## config.mk

```make
export PLATFORM = sky130hd
export DESIGN_NAME = hss_ctrl
export DESIGN_NICKNAME = d
export VERILOG_FILES = /design/src/hss_pkg.sv /design/src/hss_tmr_if.sv /design/src/hss_ctrl.sv /design/src/hss_wait_timer.sv /design/src/hss_clear_pulse.sv
export VERILOG_INCLUDE_DIRS = /design/src
export SDC_FILE = /design/constraint.sdc
export NUM_CORES = 1
export LEC_CHECK = 0
export CAP_MARGIN = 10
export CORE_MARGIN = 4
export CORE_UTILIZATION = 45
export DETAILED_ROUTE_END_ITERATION = 8
export DONT_BUFFER_PORTS = 1
export GPL_ROUTABILITY_DRIVEN = 0
export SLEW_MARGIN = 20
export SYNTH_ARGS = -nofsm -noshare
export SYNTH_HDL_FRONTEND = slang
export SYNTH_SLANG_ARGS = --single-unit
```

## constraint.sdc

```tcl
create_clock -name clk -period 6.41 [get_ports clk]
set_input_delay 0.3205 -clock clk [delete_from_list [all_inputs] [get_ports clk]]
set_output_delay 0.3205 -clock clk [all_outputs]
set_load 0.1 [all_outputs]
```

## src/hss_params.svh

```systemverilog
`ifndef HSS_PARAMS_SVH
`define HSS_PARAMS_SVH

// ==========================================
// Register byte offsets
`define HSS_OFF_PARAM 8'h00
`define HSS_OFF_CMD 8'h04
`define HSS_OFF_MAIN 8'h08
`define HSS_OFF_ERR 8'h0C
`define HSS_OFF_EXEC 8'h10
`define HSS_OFF_MODE 8'h14
`define HSS_OFF_CFG 8'h18

// ==========================================
// Reset values
`define HSS_PARAM_RST 16'h0000
`define HSS_MODE_RST 16'h0000
`define HSS_CFG_RST 2'h0

// ==========================================
// Command codes
`define HSS_CMD_MODE2 8'h24
`define HSS_CMD_START 8'h5A
`define HSS_CMD_DSTOP 8'h56
`define HSS_CMD_ISTOP 8'h57

// ==========================================
// Mode word two fields
`define HSS_B_HOME_AND_ZPHASE_STOP 0
`define HSS_B_REAL_POS_CLEAR_AT_END 1
`define HSS_B_LOGICAL_POS_CLEAR_AT_END 2
`define HSS_B_CLEAR_PULSE_POLARITY 3
`define HSS_F_DCP 6:4
`define HSS_B_STEP_WAIT_ENABLE 7
`define HSS_F_HTM 10:8

// ==========================================
// Status and config fields
`define HSS_B_BUSY 0
`define HSS_B_ERROR 1
`define HSS_EXEC_LSB 9
`define HSS_E_LIMP 2
`define HSS_E_LIMM 3
`define HSS_E_ALM 4
`define HSS_E_EMG 5
`define HSS_E_ZACT 6
`define HSS_B_CFG_S2DC 0
`define HSS_B_CFG_S3DC 1

// ==========================================
// Execution state numbers
`define HSS_X_IDLE 6'h00
`define HSS_X_S1 6'h03
`define HSS_X_W12 6'h06
`define HSS_X_REVON 6'h0B
`define HSS_X_REVOFF 6'h0F
`define HSS_X_REVW 6'h12
`define HSS_X_S2 6'h14
`define HSS_X_W23 6'h17
`define HSS_X_S3 6'h1C
`define HSS_X_W34 6'h20
`define HSS_X_S4 6'h24

// ==========================================
// Timing, counted at the reference clock
`define HSS_REF_MHZ 16
`define HSS_US_CYC(us) ((us) * `HSS_REF_MHZ)
`define HSS_MS_CYC(ms) ((ms) * 1000 * `HSS_REF_MHZ)
`define HSS_PULSE_TABLE {24'(`HSS_MS_CYC(20)), 24'(`HSS_MS_CYC(10)), \
    24'(`HSS_MS_CYC(2)), 24'(`HSS_MS_CYC(1)), 24'(`HSS_US_CYC(200)), \
    24'(`HSS_US_CYC(100)), 24'(`HSS_US_CYC(20)), 24'(`HSS_US_CYC(10))}
`define HSS_WAIT_TABLE {24'(`HSS_MS_CYC(1000)), 24'(`HSS_MS_CYC(500)), \
    24'(`HSS_MS_CYC(200)), 24'(`HSS_MS_CYC(100)), 24'(`HSS_MS_CYC(20)), \
    24'(`HSS_MS_CYC(10)), 24'(`HSS_MS_CYC(2)), 24'(`HSS_MS_CYC(1))}

`endif

```

## src/hss_pkg.sv

```systemverilog
`default_nettype none
package hss_pkg;

`include "hss_params.svh"

typedef enum logic [3:0] {
    HSS_IDLE, HSS_S1_SEARCH, HSS_S1_WAIT, HSS_S2_REV_ON, HSS_S2_REV_OFF,
    HSS_S2_REV_WAIT, HSS_S2_SEARCH, HSS_S2_WAIT, HSS_S3_SEARCH,
    HSS_S3_WAIT, HSS_S4_OFFSET
} hss_state_t;

typedef logic [23:0] hss_cyc_t;

function automatic logic [5:0] hss_exec_code(hss_state_t s);
    unique case (s)
        HSS_IDLE: return `HSS_X_IDLE;
        HSS_S1_SEARCH: return `HSS_X_S1;
        HSS_S1_WAIT: return `HSS_X_W12;
        HSS_S2_REV_ON: return `HSS_X_REVON;
        HSS_S2_REV_OFF: return `HSS_X_REVOFF;
        HSS_S2_REV_WAIT: return `HSS_X_REVW;
        HSS_S2_SEARCH: return `HSS_X_S2;
        HSS_S2_WAIT: return `HSS_X_W23;
        HSS_S3_SEARCH: return `HSS_X_S3;
        HSS_S3_WAIT: return `HSS_X_W34;
        HSS_S4_OFFSET: return `HSS_X_S4;
        default: return `HSS_X_IDLE;
    endcase
endfunction

function automatic hss_cyc_t hss_pick(logic [191:0] tbl, logic [2:0] sel);
    return tbl[24 * sel +: 24];
endfunction

endpackage
`default_nettype wire

```

## src/hss_tmr_if.sv

```systemverilog
`timescale 1ns/1ps
`default_nettype none
interface hss_tmr_if;
    logic start;
    logic abort;
    logic [23:0] cycles;
    logic busy;
    modport ctrl(output start, output abort, output cycles, input busy);
    modport unit(input start, input abort, input cycles, output busy);
endinterface
`default_nettype wire

```

## src/hss_ctrl.sv

```systemverilog
// What this block does
// - Command 24h latches parameter word into mode
// - Clear pulse high when D3 zero, else low
// - Clear pulse width chosen by D6..D4
// - Inter-step wait only when D7 set
// - Wait length chosen by D10..D8
// - D1 clears real position at end
// - D2 clears logical position at end
// - D0: step 3 stops on Z with home
// - Command 5Ah starts the search
// - Stop commands abort and end search
// - Stop during wait abandons the wait
// - Busy set at start, cleared after step 4
// - Errors set error bit and cause bits
// - Execution state number readable in D14..D9
// - States 0, 3, 6 for idle, step 1, wait
// - Irregular step 2: reverse, release, wait, forward
// - Wait states cover timer and clear pulse
// - State 28 Z search, 36 offset drive
// - Clear pulse at step 2/3 detection edge
// - One enable and interval for all waits
// - Alarm or emergency stops instantly with error
`timescale 1ns/1ps
`default_nettype none
`include "hss_params.svh"
module hss_ctrl
    import hss_pkg::*;
#(
    parameter logic [191:0] PULSE_CYC = `HSS_PULSE_TABLE,
    parameter logic [191:0] WAIT_CYC = `HSS_WAIT_TABLE
) (
    // Clock and reset
    input wire logic clk,
    input wire logic rstn,
    // APB slave
    input wire logic [7:0] paddr,
    input wire logic psel,
    input wire logic penable,
    input wire logic pwrite,
    input wire logic [31:0] pwdata,
    output logic [31:0] prdata,
    output logic pready,
    output logic pslverr,
    // Sensors, already qualified to active high
    input wire logic step1DetectIn,
    input wire logic step2DetectIn,
    input wire logic homeSensorIn,
    input wire logic encoderZphaseIn,
    input wire logic limitHitIn,
    input wire logic alarmIn,
    input wire logic emergencyIn,
    input wire logic offsetDoneIn,
    // Drive control
    output logic searchDriveOut,
    output logic searchReverseOut,
    output logic lowSearchSpeed,
    output logic offsetDriveOut,
    output logic instantStopOut,
    output logic realPosClearOut,
    output logic logicalPosClearOut,
    output logic deviationClearOut
);
    // ==========================================
    // APB register access
    logic [31:0] prdata_reg;
    logic pready_reg;
    logic pslverr_reg;
    logic [15:0] parameterWrite_reg;
    logic [15:0] mode_reg;
    logic [1:0] cfg_reg;
    logic [6:0] errCause_reg;
    logic busy_reg;
    logic [5:0] exec_reg;
    hss_state_t state_reg, stateNext;

    wire setupPhase = psel && !penable;
    wire wrEn = psel && penable && pwrite && pready_reg;
    wire cmdWrite = wrEn && (paddr == `HSS_OFF_CMD);
    wire [7:0] cmdCode = pwdata[7:0];
    wire modeCmd = cmdWrite && (cmdCode == `HSS_CMD_MODE2);
    wire startCmd = cmdWrite && (cmdCode == `HSS_CMD_START);
    wire istopCmd = cmdWrite && (cmdCode == `HSS_CMD_ISTOP);
    wire stopCmd = istopCmd || (cmdWrite && (cmdCode == `HSS_CMD_DSTOP));
    wire paramWrite = wrEn && (paddr == `HSS_OFF_PARAM);
    wire cfgWrite = wrEn && (paddr == `HSS_OFF_CFG);
    wire errorBit = |errCause_reg;

    wire mapped = (paddr == `HSS_OFF_PARAM) || (paddr == `HSS_OFF_CMD)
        || (paddr == `HSS_OFF_MAIN) || (paddr == `HSS_OFF_ERR)
        || (paddr == `HSS_OFF_EXEC) || (paddr == `HSS_OFF_MODE)
        || (paddr == `HSS_OFF_CFG);

    wire [31:0] readMux =
        (paddr == `HSS_OFF_MAIN) ? {30'h00000000, errorBit, busy_reg} :
        (paddr == `HSS_OFF_ERR) ? {25'h0000000, errCause_reg} :
        (paddr == `HSS_OFF_EXEC) ? {17'h00000, exec_reg, 9'h000} :
        (paddr == `HSS_OFF_MODE) ? {16'h0000, mode_reg} :
        (paddr == `HSS_OFF_CFG) ? {30'h00000000, cfg_reg} :
        32'h00000000;

    always_ff @(posedge clk or negedge rstn) begin
        if (!rstn) begin
            prdata_reg <= 32'h00000000;
            pready_reg <= 1'b0;
            pslverr_reg <= 1'b0;
        end else begin
            pready_reg <= 1'b1;
            if (setupPhase) begin
                prdata_reg <= readMux;
                pslverr_reg <= !mapped;
            end
        end
    end

    // Mode only changes on the mode command
    always_ff @(posedge clk or negedge rstn) begin
        if (!rstn) begin
            parameterWrite_reg <= `HSS_PARAM_RST;
            mode_reg <= `HSS_MODE_RST;
            cfg_reg <= `HSS_CFG_RST;
        end else begin
            if (paramWrite) begin
                parameterWrite_reg <= pwdata[15:0];
            end
            if (modeCmd) begin
                mode_reg <= {5'h00, parameterWrite_reg[10:0]};
            end
            if (cfgWrite) begin
                cfg_reg <= pwdata[1:0];
            end
        end
    end

    // ==========================================
    // Mode fields
    wire andStop = mode_reg[`HSS_B_HOME_AND_ZPHASE_STOP];
    wire stepWaitEnable = mode_reg[`HSS_B_STEP_WAIT_ENABLE];
    wire clearPulseLow = mode_reg[`HSS_B_CLEAR_PULSE_POLARITY];
    wire [2:0] pulseSel = mode_reg[`HSS_F_DCP];
    wire [2:0] waitSel = mode_reg[`HSS_F_HTM];

    // ==========================================
    // Timers
    hss_tmr_if waitIf();
    hss_tmr_if pulseIf();
    logic tmrStart_reg, plsStart_reg, plsLag_reg;
    logic finish;

    assign waitIf.start = tmrStart_reg;
    assign waitIf.abort = finish;
    assign waitIf.cycles = hss_pick(WAIT_CYC, waitSel);
    assign pulseIf.start = plsStart_reg;
    assign pulseIf.abort = finish;
    assign pulseIf.cycles = hss_pick(PULSE_CYC, pulseSel);

    hss_wait_timer stepTimer (
        .clk(clk),
        .rstn(rstn),
        .tmr(waitIf)
    );

    hss_clear_pulse clearPulse (
        .clk(clk),
        .rstn(rstn),
        .tmr(pulseIf),
        .lowActive(clearPulseLow),
        .pulseOut(deviationClearOut)
    );

    // Leave a wait only when timer and pulse are both over
    wire waitDone = !tmrStart_reg && !plsStart_reg && !waitIf.busy
        && !pulseIf.busy && !plsLag_reg;

    // ==========================================
    // Sequencer
    logic step2Prev_reg, zPrev_reg;
    logic enterWait, fireClear, normalEnd, hardStop;
    logic [6:0] errSet;
    wire step2Rise = step2DetectIn && !step2Prev_reg;
    wire zRise = encoderZphaseIn && !zPrev_reg;
    wire active = (state_reg != HSS_IDLE);
    wire reverse = (state_reg == HSS_S2_REV_ON)
        || (state_reg == HSS_S2_REV_OFF);

    always_comb begin
        stateNext = state_reg;
        enterWait = 1'b0;
        fireClear = 1'b0;
        errSet = 7'h00;
        finish = 1'b0;
        normalEnd = 1'b0;
        hardStop = 1'b0;
        if (active && (alarmIn || emergencyIn)) begin
            errSet[`HSS_E_ALM] = alarmIn;
            errSet[`HSS_E_EMG] = emergencyIn;
            finish = 1'b1;
            hardStop = 1'b1;
        end else if (active && stopCmd) begin
            finish = 1'b1;
            hardStop = istopCmd;
        end else begin
            unique case (state_reg)
                HSS_IDLE: begin
                    if (startCmd) begin
                        stateNext = HSS_S1_SEARCH;
                    end
                end
                HSS_S1_SEARCH: begin
                    if (step1DetectIn || limitHitIn) begin
                        stateNext = HSS_S1_WAIT;
                        enterWait = 1'b1;
                    end
                end
                HSS_S1_WAIT: begin
                    if (waitDone) begin
                        stateNext = HSS_S2_SEARCH;
                    end
                end
                HSS_S2_SEARCH: begin
                    if (step2Rise) begin
                        stateNext = HSS_S2_WAIT;
                        enterWait = 1'b1;
                        fireClear = cfg_reg[`HSS_B_CFG_S2DC];
                    end else if (limitHitIn) begin
                        stateNext = HSS_S2_REV_ON;
                    end
                end
                HSS_S2_REV_ON: begin
                    if (step2DetectIn) begin
                        stateNext = HSS_S2_REV_OFF;
                    end else if (limitHitIn) begin
                        errSet[`HSS_E_LIMM] = 1'b1;
                        finish = 1'b1;
                    end
                end
                HSS_S2_REV_OFF: begin
                    if (!step2DetectIn) begin
                        stateNext = HSS_S2_REV_WAIT;
                        enterWait = 1'b1;
                    end else if (limitHitIn) begin
                        errSet[`HSS_E_LIMM] = 1'b1;
                        finish = 1'b1;
                    end
                end
                HSS_S2_REV_WAIT: begin
                    if (waitDone) begin
                        stateNext = HSS_S2_SEARCH;
                    end
                end
                HSS_S2_WAIT: begin
                    if (waitDone && encoderZphaseIn) begin
                        errSet[`HSS_E_ZACT] = 1'b1;
                        finish = 1'b1;
                    end else if (waitDone) begin
                        stateNext = HSS_S3_SEARCH;
                    end
                end
                HSS_S3_SEARCH: begin
                    if (zRise && (!andStop || homeSensorIn)) begin
                        stateNext = HSS_S3_WAIT;
                        enterWait = 1'b1;
                        fireClear = cfg_reg[`HSS_B_CFG_S3DC];
                    end else if (limitHitIn) begin
                        errSet[`HSS_E_LIMP] = 1'b1;
                        finish = 1'b1;
                    end
                end
                HSS_S3_WAIT: begin
                    if (waitDone) begin
                        stateNext = HSS_S4_OFFSET;
                    end
                end
                HSS_S4_OFFSET: begin
                    if (offsetDoneIn) begin
                        finish = 1'b1;
                        normalEnd = 1'b1;
                    end else if (limitHitIn) begin
                        errSet[`HSS_E_LIMP] = 1'b1;
                        finish = 1'b1;
                    end
                end
                default: begin
                    finish = 1'b1;
                end
            endcase
        end
        if (finish) begin
            stateNext = HSS_IDLE;
        end
    end

    always_ff @(posedge clk or negedge rstn) begin
        if (!rstn) begin
            state_reg <= HSS_IDLE;
            step2Prev_reg <= 1'b0;
            zPrev_reg <= 1'b0;
            tmrStart_reg <= 1'b0;
            plsStart_reg <= 1'b0;
            plsLag_reg <= 1'b0;
        end else begin
            state_reg <= stateNext;
            step2Prev_reg <= step2DetectIn;
            zPrev_reg <= encoderZphaseIn;
            tmrStart_reg <= enterWait && stepWaitEnable;
            plsStart_reg <= fireClear;
            plsLag_reg <= pulseIf.busy;
        end
    end

    // ==========================================
    // Status and outputs
    always_ff @(posedge clk or negedge rstn) begin
        if (!rstn) begin
            busy_reg <= 1'b0;
            exec_reg <= `HSS_X_IDLE;
            errCause_reg <= 7'h00;
        end else begin
            busy_reg <= (stateNext != HSS_IDLE);
            exec_reg <= hss_exec_code(stateNext);
            if (startCmd && !active) begin
                errCause_reg <= 7'h00;
            end else begin
                errCause_reg <= errCause_reg | errSet;
            end
        end
    end

    always_ff @(posedge clk or negedge rstn) begin
        if (!rstn) begin
            searchDriveOut <= 1'b0;
            searchReverseOut <= 1'b0;
            lowSearchSpeed <= 1'b0;
            offsetDriveOut <= 1'b0;
            instantStopOut <= 1'b0;
            realPosClearOut <= 1'b0;
            logicalPosClearOut <= 1'b0;
        end else begin
            searchDriveOut <= (stateNext == HSS_S1_SEARCH)
                || (stateNext == HSS_S2_SEARCH)
                || (stateNext == HSS_S2_REV_ON)
                || (stateNext == HSS_S2_REV_OFF)
                || (stateNext == HSS_S3_SEARCH);
            searchReverseOut <= (stateNext == HSS_S2_REV_ON)
                || (stateNext == HSS_S2_REV_OFF);
            lowSearchSpeed <= (stateNext == HSS_S2_SEARCH)
                || (stateNext == HSS_S3_SEARCH);
            offsetDriveOut <= (stateNext == HSS_S4_OFFSET);
            instantStopOut <= hardStop;
            realPosClearOut <= normalEnd
                && mode_reg[`HSS_B_REAL_POS_CLEAR_AT_END];
            logicalPosClearOut <= normalEnd
                && mode_reg[`HSS_B_LOGICAL_POS_CLEAR_AT_END];
        end
    end

    assign prdata = prdata_reg;
    assign pready = pready_reg;
    assign pslverr = pslverr_reg;
endmodule
`default_nettype wire

```

## src/hss_wait_timer.sv

```systemverilog
`timescale 1ns/1ps
`default_nettype none
module hss_wait_timer
    import hss_pkg::*;
(
    // Clock and reset
    input wire logic clk,
    input wire logic rstn,
    // Control
    hss_tmr_if.unit tmr
);
    logic [23:0] count_reg;
    logic busy_reg;
    wire lastTick = busy_reg && (count_reg == 24'h000001);

    // Busy for exactly the loaded number of cycles
    always_ff @(posedge clk or negedge rstn) begin
        if (!rstn) begin
            count_reg <= 24'h000000;
            busy_reg <= 1'b0;
        end else if (tmr.abort) begin
            count_reg <= 24'h000000;
            busy_reg <= 1'b0;
        end else if (tmr.start) begin
            count_reg <= tmr.cycles;
            busy_reg <= 1'b1;
        end else if (busy_reg) begin
            count_reg <= count_reg - 24'h000001;
            busy_reg <= !lastTick;
        end
    end

    assign tmr.busy = busy_reg;
endmodule
`default_nettype wire

```

## src/hss_clear_pulse.sv

```systemverilog
`timescale 1ns/1ps
`default_nettype none
module hss_clear_pulse
    import hss_pkg::*;
(
    // Clock and reset
    input wire logic clk,
    input wire logic rstn,
    // Width timer control
    hss_tmr_if.unit tmr,
    // Polarity and pin
    input wire logic lowActive,
    output logic pulseOut
);
    logic pulse_reg;

    hss_wait_timer widthTimer (
        .clk(clk),
        .rstn(rstn),
        .tmr(tmr)
    );

    // Idle level is the inverse of the active level
    always_ff @(posedge clk or negedge rstn) begin
        if (!rstn) begin
            pulse_reg <= 1'b0;
        end else begin
            pulse_reg <= tmr.busy ? !lowActive : lowActive;
        end
    end

    assign pulseOut = pulse_reg;
endmodule
`default_nettype wire

```

-- Yosys cells after proc, flatten, opt, wreduce, memory -nomap -nowiden
Memories as Yosys holds them, arrays and structs flattened. A register that Yosys moved wholly into a read port is not among the register bits.
Cells that the tools add are included.
- register bits: 133
- ROM bits: 96
- bits of input ports: 53
- output and inout port bits: 42
- word-level logic and storage cells: 199
- memories kept: 1
- add/subtract/negate cells: 2
- multipliers: 2
- equality and inequality tests: 28
- shift-type cells: 2
- multiplexer cells: 70
- bitwise operators: 1
- reductions and logical operators: 67
- memory list (memory ; depth ; bits a word ; rd ports ; clocked after Yosys merged registers in ; wr ports ; line ; text):
    (name not given) ; 16 ; 6 ; 1 ; 1 ; 0 ; hss_pkg.sv:15 ; unique case (s)
- operator list (kind ; count):
    indexed part select 192 x 9 -> 24 bit (first input constant) ; 2
    2-to-1 mux 24 bit ; 6
    2-to-1 mux 4 bit ; 14
    == test 24 x 1 -> 1 bit (second input constant) ; 2
    subtractor 24 x 1 -> 24 bit (second input constant) ; 2
    2-to-1 mux 15 bit ; 3
    case mux 4 bit (9 select lines) ; 1
    2-to-1 mux 1 bit ; 35
    logical AND 1 bit ; 27
    == test 4 x 3 -> 1 bit (second input constant) ; 6
    == test 8 x 5 -> 1 bit (second input constant) ; 3
    == test 8 x 7 -> 1 bit (second input constant) ; 3
    == test 4 bit (second input constant) ; 5
    == test 8 x 4 -> 1 bit (second input constant) ; 2
    logical OR 1 bit ; 16
    zero test 1 bit ; 15
    == test 4 x 2 -> 1 bit (second input constant) ; 3
    2-to-1 mux 11 bit ; 1
    multiplier 2 x 3 -> 5 bit (first input constant) ; 2
    == test 4 x 1 -> 1 bit (second input constant) ; 2
    == test 8 x 3 -> 1 bit (second input constant) ; 1
    == test 8 x 6 -> 1 bit (second input constant) ; 1
    zero test 8 bit ; 1
    2-to-1 mux 2 bit ; 4
    11 further kinds ; 15

-- Longest topological paths before layout
Gate-level depths: netlist of run 1.
- depth in word-level cells: 16
- mapped depth: 13
- gate-level depth less buffers: 11

-- Cells and area by module
Synthesis of run 1 repeated with hierarchy kept, for this count alone.
- cell total of the unflattened synthesis: 712
- area total of the unflattened synthesis: 6854.1 µm²
- by module, submodules not included (module ; times used ; cells each ; area an instance (µm²) ; sequential area each (µm²)):
    hss_ctrl ; 1 ; 379 ; 3811.2 ; 1726.7
    hss_wait_timer at clearPulse.widthTimer ; 1 ; 165 ; 1506.4 ; 625.6
    hss_wait_timer at stepTimer ; 1 ; 166 ; 1502.7 ; 625.6
    hss_clear_pulse ; 1 ; 2 ; 33.8 ; 25.0

-- Least setup slack after synthesis of run 1
No wires, ideal clock.
- path kind: flip-flop to flip-flop
- start: register pready_reg, in the netlist pready
- end: register searchDriveOut
- setup time: 0.131 ns
- data arrival time: 3.353 ns
- required time: 6.279 ns
- slack: 2.927 ns
- stages on the path, launching flop included: 13
- buffers on the path: 3
- clock period less this slack: 3.483 ns
- cell sequence: dfrtp_1 -> nand4_1 -> or4_1 -> o31ai_2 -> nand4b_1 -> or2_1 -> clkbuf_1 -> buf_2 -> buf_2 -> nor2_1 -> ha_1 -> o21ai_0 -> a22oi_1
- cells in the longest elaborated chain, start to end: 13
- elaborated cells on any way between the ends: 23
- classes of those cells: eq/ne (5); mux (7); reduce/logical (11)
- ends and longest elaborated chain (item ; line ; text):
    start, declared ; hss_ctrl.sv:66 ; logic pready_reg;
    start signal, assigned ; hss_ctrl.sv:104 ; pready_reg <= 1'b0;
    start signal, assigned ; hss_ctrl.sv:107 ; pready_reg <= 1'b1;
    logical AND 1 bit * ; hss_ctrl.sv:77 ; wire wrEn = psel && penable && pwrite && pready_reg;
    logical AND 1 bit * ; hss_ctrl.sv:78 ; wire cmdWrite = wrEn && (paddr == `HSS_OFF_CMD);
    logical AND 1 bit, on equally long branches ; hss_ctrl.sv:81, hss_ctrl.sv:82, hss_ctrl.sv:83 ;
    2-to-1 mux 4 bit / logical OR 1 bit (equally long branches) ; hss_ctrl.sv:204, hss_ctrl.sv:83 ;
    case mux 4 bit (9 select lines) / logical AND 1 bit (equally long branches) ; hss_ctrl.sv:202, hss_ctrl.sv:198 ;
    2-to-1 mux 4 bit / 2-to-1 mux 1 bit (equally long branches) ; hss_ctrl.sv:198 ; end else if (active && stopCmd) begin
    2-to-1 mux 4 bit / 2-to-1 mux 1 bit (equally long branches) ; hss_ctrl.sv:193 ; if (active && (alarmIn || emergencyIn)) begin
    2-to-1 mux 4 bit * ; hss_ctrl.sv:287 ; if (finish) begin
    named net stateNext[1] ; hss_ctrl.sv:74 ; hss_state_t state_reg, stateNext;
    == test 4 x 1 -> 1 bit / == test 4 x 3 -> 1 bit (equally long branches) ; hss_ctrl.sv:338, hss_ctrl.sv:339 ;
    logical OR 1 bit ; hss_ctrl.sv:339 ; || (stateNext == HSS_S2_SEARCH)
    logical OR 1 bit ; hss_ctrl.sv:340 ; || (stateNext == HSS_S2_REV_ON)
    logical OR 1 bit ; hss_ctrl.sv:341 ; || (stateNext == HSS_S2_REV_OFF)
    logical OR 1 bit * ; hss_ctrl.sv:342 ; || (stateNext == HSS_S3_SEARCH);
    end signal, assigned ; hss_ctrl.sv:338 ; searchDriveOut <= (stateNext == HSS_S1_SEARCH)
    end, declared ; hss_ctrl.sv:54 ; output logic searchDriveOut,
Mark *: on every way through the listed nets, which the timed path passes. The rest lies on a longest branch.
A chain may end at the register's enable or synchronous reset.

-- Final worst setup path of run 1
- start: register pready_reg, in the netlist pready
- end: register exec_reg[2]
- cells in the longest elaborated chain, start to end: 8
- elaborated cells on any way between the ends: 14
- classes of those cells: mux (7); reduce/logical (7)
- ends and longest elaborated chain (item ; line ; text):
    logical AND 1 bit * ; hss_ctrl.sv:77 ;
    logical AND 1 bit * ; hss_ctrl.sv:78 ;
    logical AND 1 bit, on equally long branches ; hss_ctrl.sv:81, hss_ctrl.sv:82, hss_ctrl.sv:83 ;
    2-to-1 mux 4 bit / logical OR 1 bit (equally long branches) ; hss_ctrl.sv:204, hss_ctrl.sv:83 ;
    case mux 4 bit (9 select lines) / logical AND 1 bit (equally long branches) ; hss_ctrl.sv:202, hss_ctrl.sv:198 ;
    2-to-1 mux 4 bit / 2-to-1 mux 1 bit (equally long branches) ; hss_ctrl.sv:198 ;
    2-to-1 mux 4 bit / 2-to-1 mux 1 bit (equally long branches) ; hss_ctrl.sv:193 ;
    2-to-1 mux 4 bit * ; hss_ctrl.sv:287 ;
    end, declared ; hss_ctrl.sv:73 ; logic [5:0] exec_reg;
Every way passes the cells marked *; elsewhere a longest branch is shown, timed or not.

==> impl_metrics.py, run 1 <==
metrics = {
    "run_status": {
        "outcome": "finished, final reports clean",
    },
    "logic_synthesis": {
        "seq_area_frac_synth_pct": 46.12,
        "synth-edff-count": 0,
        "synthFlopType": "dfrtp_1",
        "synthDistinctLibCells": 65,
        "synth_area_sq_um": 6511,
        "synth-async-reset-ratio_pct": 100.0,
        "syn_avg_cell_area_sq_um": 9.704,
        "synth_cells": 671,
        "synth_seq_cells": 120,
        "synth_warnings": 0,
    },
    "layout": {
        "design_area_sq_um": 7222,
        "multiInputGateArea_sq_um": 3241,
        "finalNonFillerCells": 857,
        "nFillCells": 1254,
        "drive_above_1_share_pct": 11.52,
        "layout.nets": 739,
        "diodes": 0,
        "ff_latch_area_sq_um": 3003,
        "area_delta_synth_final_pct": 10.91,
    },
    "clocking": {
        "cts_tree": "done",
        "clock_sinks": 120,
        "clk_latency_ps": 420,
        "h-tree-depth": 4,
        "clockRootBuffer": "clkbuf_16",
        "cts_setup_buffers": 0,
        "cts-buffers-inserted": 17,
        "clk_pin_slew_ps": 60,
        "cts_buffer_depth": 2,
    },
    "sta": {
        "fmax_mhz": 253.6,
        "max-slew-margin-rel_pct": 34.07,
        "layout_worst_path_cycle_share_pct": 61.51,
        "finalSetupViolCount": 0,
        "rsz0062_at_grt": "no",
        "finalHoldViolations": 0,
        "setup_tns_ps": 0,
        "fin_skew_ps": 7.693,
        "drv_slew": 0,
        "fin_crit_ps": 3943,
        "tightest_slew_ps": 989.0,
    },
    "global_routing": {
        "antenna_found_initial": 0,
        "grt_max_degree": 121,
        "overflow": 0,
        "gr-usage-all-layers_pct": 18.63,
        "grt_pass1_vias": 4743,
        "grt_pass1_wl_mm": 24.26,
    },
    "placement": {
        "dp_hpwl_mm": 10.21,
        "placed_area_sq_um": 6563,
        "post-place-cells": 822,
        "numPortBuffers": 0,
    },
    "worst_setup_path": {
        "rr_startpoint": "pready",
        "cp.arrival_ps": 4280,
        "endpoint_kind": "register",
        "critical_path_class": "register to register",
        "crit_start": "pready",
        "required_ps": 6750,
        "path_max_fanout": 14,
        "critPathLaunchType": "register",
    },
    "power": {
        "netSwitchingPower_mw": 0.8528,
        "p_leak_nw": 3.324,
        "clkPwrFrac_pct": 39.1,
        "internal-power_mw": 1.594,
        "netSwitchingFraction_pct": 34.86,
        "power_mw": 2.446,
        "ir_worst_vdd_uv": 299.9,
        "p_seq_share_pct": 39.6,
        "comb_power_share_pct": 21.2,
        "power_density_nw_per_um2": 338.8,
    },
    "route": {
        "met3WireLength_microns": 969,
        "drt-vias-per-instance": 5.617,
        "drt_iter0_markers": 302,
        "wire_per_inst_microns": 16.93,
        "topRoutingLayerUsed": "met4",
        "dr.pass1.iters": 5,
        "via_count": 4814,
        "ant_nets": 0,
        "drc_errors": 0,
        "wl_met1_mm": 6.310,
        "routed_wl_mm": 14.51,
        "route.met2.wl_mm": 6.877,
    },
    "floorplan": {
        "die_h_microns": 128.3,
        "rows": 43,
        "die_w_microns": 128.3,
        "io-pin-count": 95,
        "start_util_pct": 46.37,
        "die_area_sq_um": 16460,
        "core_area_sq_um": 14040,
    },
    "min_path": {
        "worstHoldPathType": "input pin to register",
        "min-delay-start": "pwdata[0]",
    },
    "job": {
        "maxCapViolCount": 0,
    },
}
path summary, 6_finish.rpt:
check	end	slack, ps	depth (start not counted)
max	exec_reg[2]	2470	10
min	instantStopOut	30	2
min in group asynchronous	stepTimer.count_reg[13]	540	2
max in group asynchronous	clearPulse.widthTimer.count_reg[21]	5420	2
max reg2reg	exec_reg[2]	2470	10
min reg2reg	prdata[10]	450	2
layer usage:
layer,GRT usage (%),vias to the layer above
met5,0,-
met4,7.553,0
met3,6.250,24
met2,28.78,152
met1,24.10,2313
li1,-,2325
power groups by stage:
stage,Clock [mW],Sequential [mW],Combinational (mW)
floorplan,0,0.937,0.449
global placement,0,0.984,0.495
detailed placement,0,0.983,0.496
CTS,0.982,0.970,0.519
global route,1.02,0.977,0.575
finish,0.957,0.970,0.519
cells in the final DEF (no fill, tap or decap), types with 6 or more instances in the layout:
| cell type | synthesis | final |
|---|---|---|
| nor2_1 | 97 | 97 |
| ha_1 | 21 | 21 |
| nor3_1 | 23 | 23 |
| conb_1 | 2 | 18 |
| clkbuf_16 | 0 | 17 |
| xor2_1 | 29 | 29 |
| nand2b_1 | 9 | 9 |
| nand3b_1 | 7 | 7 |
| nand2_1 | 49 | 49 |
| a31oi_1 | 6 | 6 |
| a22oi_1 | 8 | 8 |
| nor3b_1 | 6 | 6 |
| nor2b_1 | 8 | 8 |
| or3_1 | 11 | 11 |
| o21ai_0 | 17 | 17 |
| or2_2 | 6 | 6 |
| mux2_2 | 25 | 25 |
| a211oi_1 | 15 | 15 |
| a21oi_1 | 24 | 24 |
| xnor2_1 | 18 | 18 |
| inv_1 | 17 | 17 |
| dfrtp_1 | 120 | 120 |
| and2_1 | 6 | 6 |
| nor4_1 | 13 | 13 |
| or4_1 | 6 | 6 |
| nand3_1 | 11 | 11 |
logic make-up (layout without fill, tap and decap cells):
kind of cell	Yosys count	after routing	synth area share, %
AO/OA/AOI/OAI	109	109	11.43
XOR/XNOR	47	47	6.322
adder cells (fa/ha/maj)	21	21	4.035
buffers and inverters	67	57	5.034
flip-flops	120	120	46.12
multiplexers	30	30	5.092
other	2	18	0.1153
AND/OR/NAND/NOR	275	275	21.85
repair_timing:
action / in CTS / in global routing
endpoints found under the setup margin: 0 / 0
resized for setup: 0 / 0
hold buffers: 4 / 0
hold endpoints to repair: 122 / 0
synthesized netlist by cell type (7+ instances only):
master      n  area share, %
a211oi_1   15            1.7
a21oi_1    24            1.8
a22oi_1     8           0.92
buf_4      17            2.0
clkbuf_1   26            1.5
dfrtp_1   120             46
ha_1       21            4.0
inv_1      17           0.98
mux2_2     25            4.3
nand2_1    49            2.8
nand2b_1    9           0.86
nand3_1    11           0.85
nand3b_1    7           0.81
nor2_1     97            5.6
nor2b_1     8           0.77
nor3_1     23            1.8
nor4_1     13            1.2
o21ai_0    17            1.3
or3_1      11            1.1
xnor2_1    18            2.4
xor2_1     29            3.9
worst max-delay path: stages, from the launching register on:
cell and delay, ps:
dfrtp_1 930, nand4_1 310, or4_1 620, o31ai_2 370
nand4b_1 280, or2_1 400, or2_2 220, ha_1 270
nand2b_1 120, a21oi_1 160, a2bb2oi_1 170
cell type report:
cell class	count	area share [%]
Tap cell	180	3.119
Clock inverter	14	2.443
Multi-Input combinational cell	500	44.87
Timing Repair Buffer	7	1.109
Clock buffer	17	5.891
Sequential cell	120	41.58
Inverter	19	0.9875
metrics by stage:
step	utilization [%]	hold WS, ps	setup WS, ps
6_report	51.43	30.27	2467
5_1_grt	51.43	30.78	2191
4_1_cts	51.43	20.76	2448
3_5_place_dp	46.73	32.41	2458
3_3_place_gp	46.73	31.22	2526
2_1_floorplan	-	24.91	2927
No activity file was read; power rests on OpenSTA's default activity.
==> inputs of run 2 (changes only) <==
- ABC_AREA: default -> 1
- clock period: 6.41 -> 3.55 ns (I/O delays scaled with it)
==> run 2 against run 1 <==
  * Non-clock buffer count grew 16
  * Count of clock-buffer cells in the layout is the same
  * First-iteration DRC count grew 26%
  * Clock skew rose by 3.4 ps
  * Critical path type unchanged
  * Sequential power increased by 89%
  * Setup slack got worse by 1700 ps
==> impl_metrics.py, run 2 <==
metrics = {
    "run_status": {
        "outcome": "finished, final reports clean",
    },
    "floorplan": {
        "start_util_pct": 46.02,
        "die_area_sq_um": 17670,
        "die_h_microns": 132.9,
        "rows": 45,
        "io-pin-count": 95,
        "core_area_sq_um": 15260,
        "die_w_microns": 132.9,
    },
    "logic_synthesis": {
        "yosysTopAreaCell": "dfrtp_1",
        "synth_seq_cells": 120,
        "synth_cells": 909,
        "synth_warnings": 0,
        "seq_area_frac_synth_pct": 42.77,
        "syn_avg_cell_area_sq_um": 7.725,
        "synth-edff-count": 0,
        "yosysTopAreaCellShare_pct": 42.77,
        "synth_most_common_cell": "nand2_1",
        "synth_area_sq_um": 7022,
        "synthFlopType": "dfrtp_1",
        "synthDistinctLibCells": 48,
        "synth-async-reset-ratio_pct": 100.0,
        "synthTopCellsByCount": "175 x nand2_1, 130 x nor2_1, 120 x dfrtp_1",
        "yosys-top-cells-area": "dfrtp_1 43%, nand2_1 9.4%, nor2_1 6.9%, inv_1 5.6%, nand3_1 5.1%",
    },
    "power": {
        "power_density_nw_per_um2": 648.7,
        "power_mw": 5.146,
        "p_leak_nw": 3.979,
        "netSwitchingFraction_pct": 41.39,
        "comb_power_share_pct": 30.7,
        "netSwitchingPower_mw": 2.130,
        "clkPwrFrac_pct": 33.7,
        "internal-power_mw": 3.016,
        "ir_worst_vdd_uv": 463.6,
        "p_seq_share_pct": 35.5,
    },
    "route": {
        "drc_errors": 0,
        "drt-vias-per-instance": 5.047,
        "dr.pass1.iters": 5,
        "routed_wl_mm": 17.06,
        "drt_iter0_markers": 380,
        "via_count": 5824,
        "ant_nets": 0,
        "wire_per_inst_microns": 14.78,
    },
    "clocking": {
        "clk_pin_slew_ps": 70,
        "clock_sinks": 120,
        "clk_latency_ps": 420,
        "clockRootBuffer": "clkbuf_16",
        "cts_tree": "done",
        "cts-buffers-inserted": 17,
        "h-tree-depth": 4,
        "cts_buffer_depth": 2,
    },
    "worst_setup_path": {
        "path_max_fanout": 15,
        "cp.arrival_ps": 3070,
        "critPathLaunchType": "register",
        "required_ps": 3850,
        "critical_path_class": "register to register",
        "endpoint_kind": "register",
    },
    "layout": {
        "design_area_sq_um": 7933,
        "final_common_cell": "nand2_1",
        "layout.nets": 1004,
        "drive_above_1_share_pct": 8.908,
        "nFillCells": 1457,
        "ff_latch_area_sq_um": 3003,
        "diodes": 0,
        "area_delta_synth_final_pct": 12.97,
        "layout_common_cells": "175 x nand2_1, 130 x nor2_1, 120 x dfrtp_1, 105 x inv_1, 71 x nand3_1",
        "multiInputGateArea_sq_um": 3416,
    },
    "sta": {
        "drv_slew": 0,
        "hold_slack_ps": 9.451,
        "finalHoldViolations": 0,
        "tightest_slew_ps": 912.8,
        "finalSetupViolCount": 0,
        "fmax_mhz": 361.2,
        "setup_tns_ps": 0,
        "rsz0062_at_grt": "no",
        "layout_worst_path_cycle_share_pct": 77.99,
        "fin_skew_ps": 11.05,
        "max-slew-margin-rel_pct": 39.15,
        "fin_crit_ps": 2768,
    },
    "global_routing": {
        "overflow": 0,
        "grt_pass1_wl_mm": 28.51,
        "gr-usage-all-layers_pct": 20.01,
        "grt_pass1_vias": 5670,
        "grt_max_degree": 121,
        "antenna_found_initial": 0,
    },
    "job": {
        "maxCapViolCount": 0,
    },
    "min_path": {
        "worstHoldPathType": "input pin to register",
    },
    "placement": {
        "dp_hpwl_mm": 12.47,
        "placed_area_sq_um": 7139,
        "numPortBuffers": 0,
    },
}
==> run 2: area by class of cell <==
cell class | count | share of cell area [%]
timing repair buffer | 23 | 2.965
clock buffer | 17 | 5.363
tap | 211 | 3.328
multi-input combinational | 657 | 43.06
inverter | 111 | 5.284
sequential | 120 | 37.85
clock inverter | 15 | 2.145
==> run 2: power by group through the flow <==
stage               logic, mW  registers (mW)  clock network [mW]
CTS                      1.59            1.83                1.78
finish                   1.58            1.83                1.74
global route             1.79            1.84                1.85
global placement         1.54            1.85                   0
floorplan                1.32            1.81                   0
detailed placement       1.54            1.85                   0
==> run 2: routing by layer <==
metal | track usage (%) | part of all wire [%] | vias up
met1 | 27.39 | 46 | 2688
li1 | - | - | 2968
met3 | 5.209 | 5.3 | 18
met5 | 0 | 0 | -
met2 | 31.80 | 47 | 150
met4 | 4.965 | 1.2 | 0
==> run 2: final timing paths <==
check,slack [ps],startpoint,cells after the start,end
max reg2reg,780,plsStart_reg,14,searchDriveOut
min in group asynchronous,410,rstn,2,stepTimer.count_reg[21]
max,780,plsStart_reg,14,searchDriveOut
min,9,pwdata[5],2,parameterWrite_reg[5]
max in group asynchronous,2680,rstn,2,clearPulse.widthTimer.count_reg[16]
min reg2reg,480,parameterWrite_reg[5],2,parameterWrite_reg[5]
==> run 2: critical path: stages (launching register included) <==
cell and delay (ps):
dfrtp_1 650, nor2_1 130, nand3_1 180, inv_1 100
nand3_1 140, nand2_2 110, nor2_8 240, o21ai_2 90
nor2_2 280, inv_1 110, ha_1 280, nand3_1 100
nand2_1 50, nand2_1 100, nand3_1 80
==> run 2: cell families (layout without fill, tap and decap cells) <==
group,after synthesis,count (layout),share of synthesized area [%]
compound gates,140,140,11.39
xor+xnor,30,30,3.742
fa+ha+maj,21,21,3.742
buf+inv,148,166,9.444
flops,120,120,42.77
mux,5,5,0.8018
other cells,2,18,0.1070
simple gates,443,443,28.01
==> run 2: through the flow <==
| step | utilization [%] | std cells | setup slack [ps] |
|---|---|---|---|
| finish | 51.99 | 1154 | 781.5 |
| floorplan | - | 925 | 762.5 |
| CTS | 51.99 | 1154 | 826.8 |
| detailed placement | 46.79 | 1104 | 822.0 |
| global placement | 46.79 | 1104 | 860.0 |
| global route | 51.99 | 1154 | 542.9 |
==> run 2: timing repair <==
| item | in CTS | in global routing |
|---|---|---|
| buffers inserted | 0 | 0 |
| hold buffers | 18 | 0 |
| hold endpoints to repair | 139 | 0 |
| resized for setup | 0 | 0 |
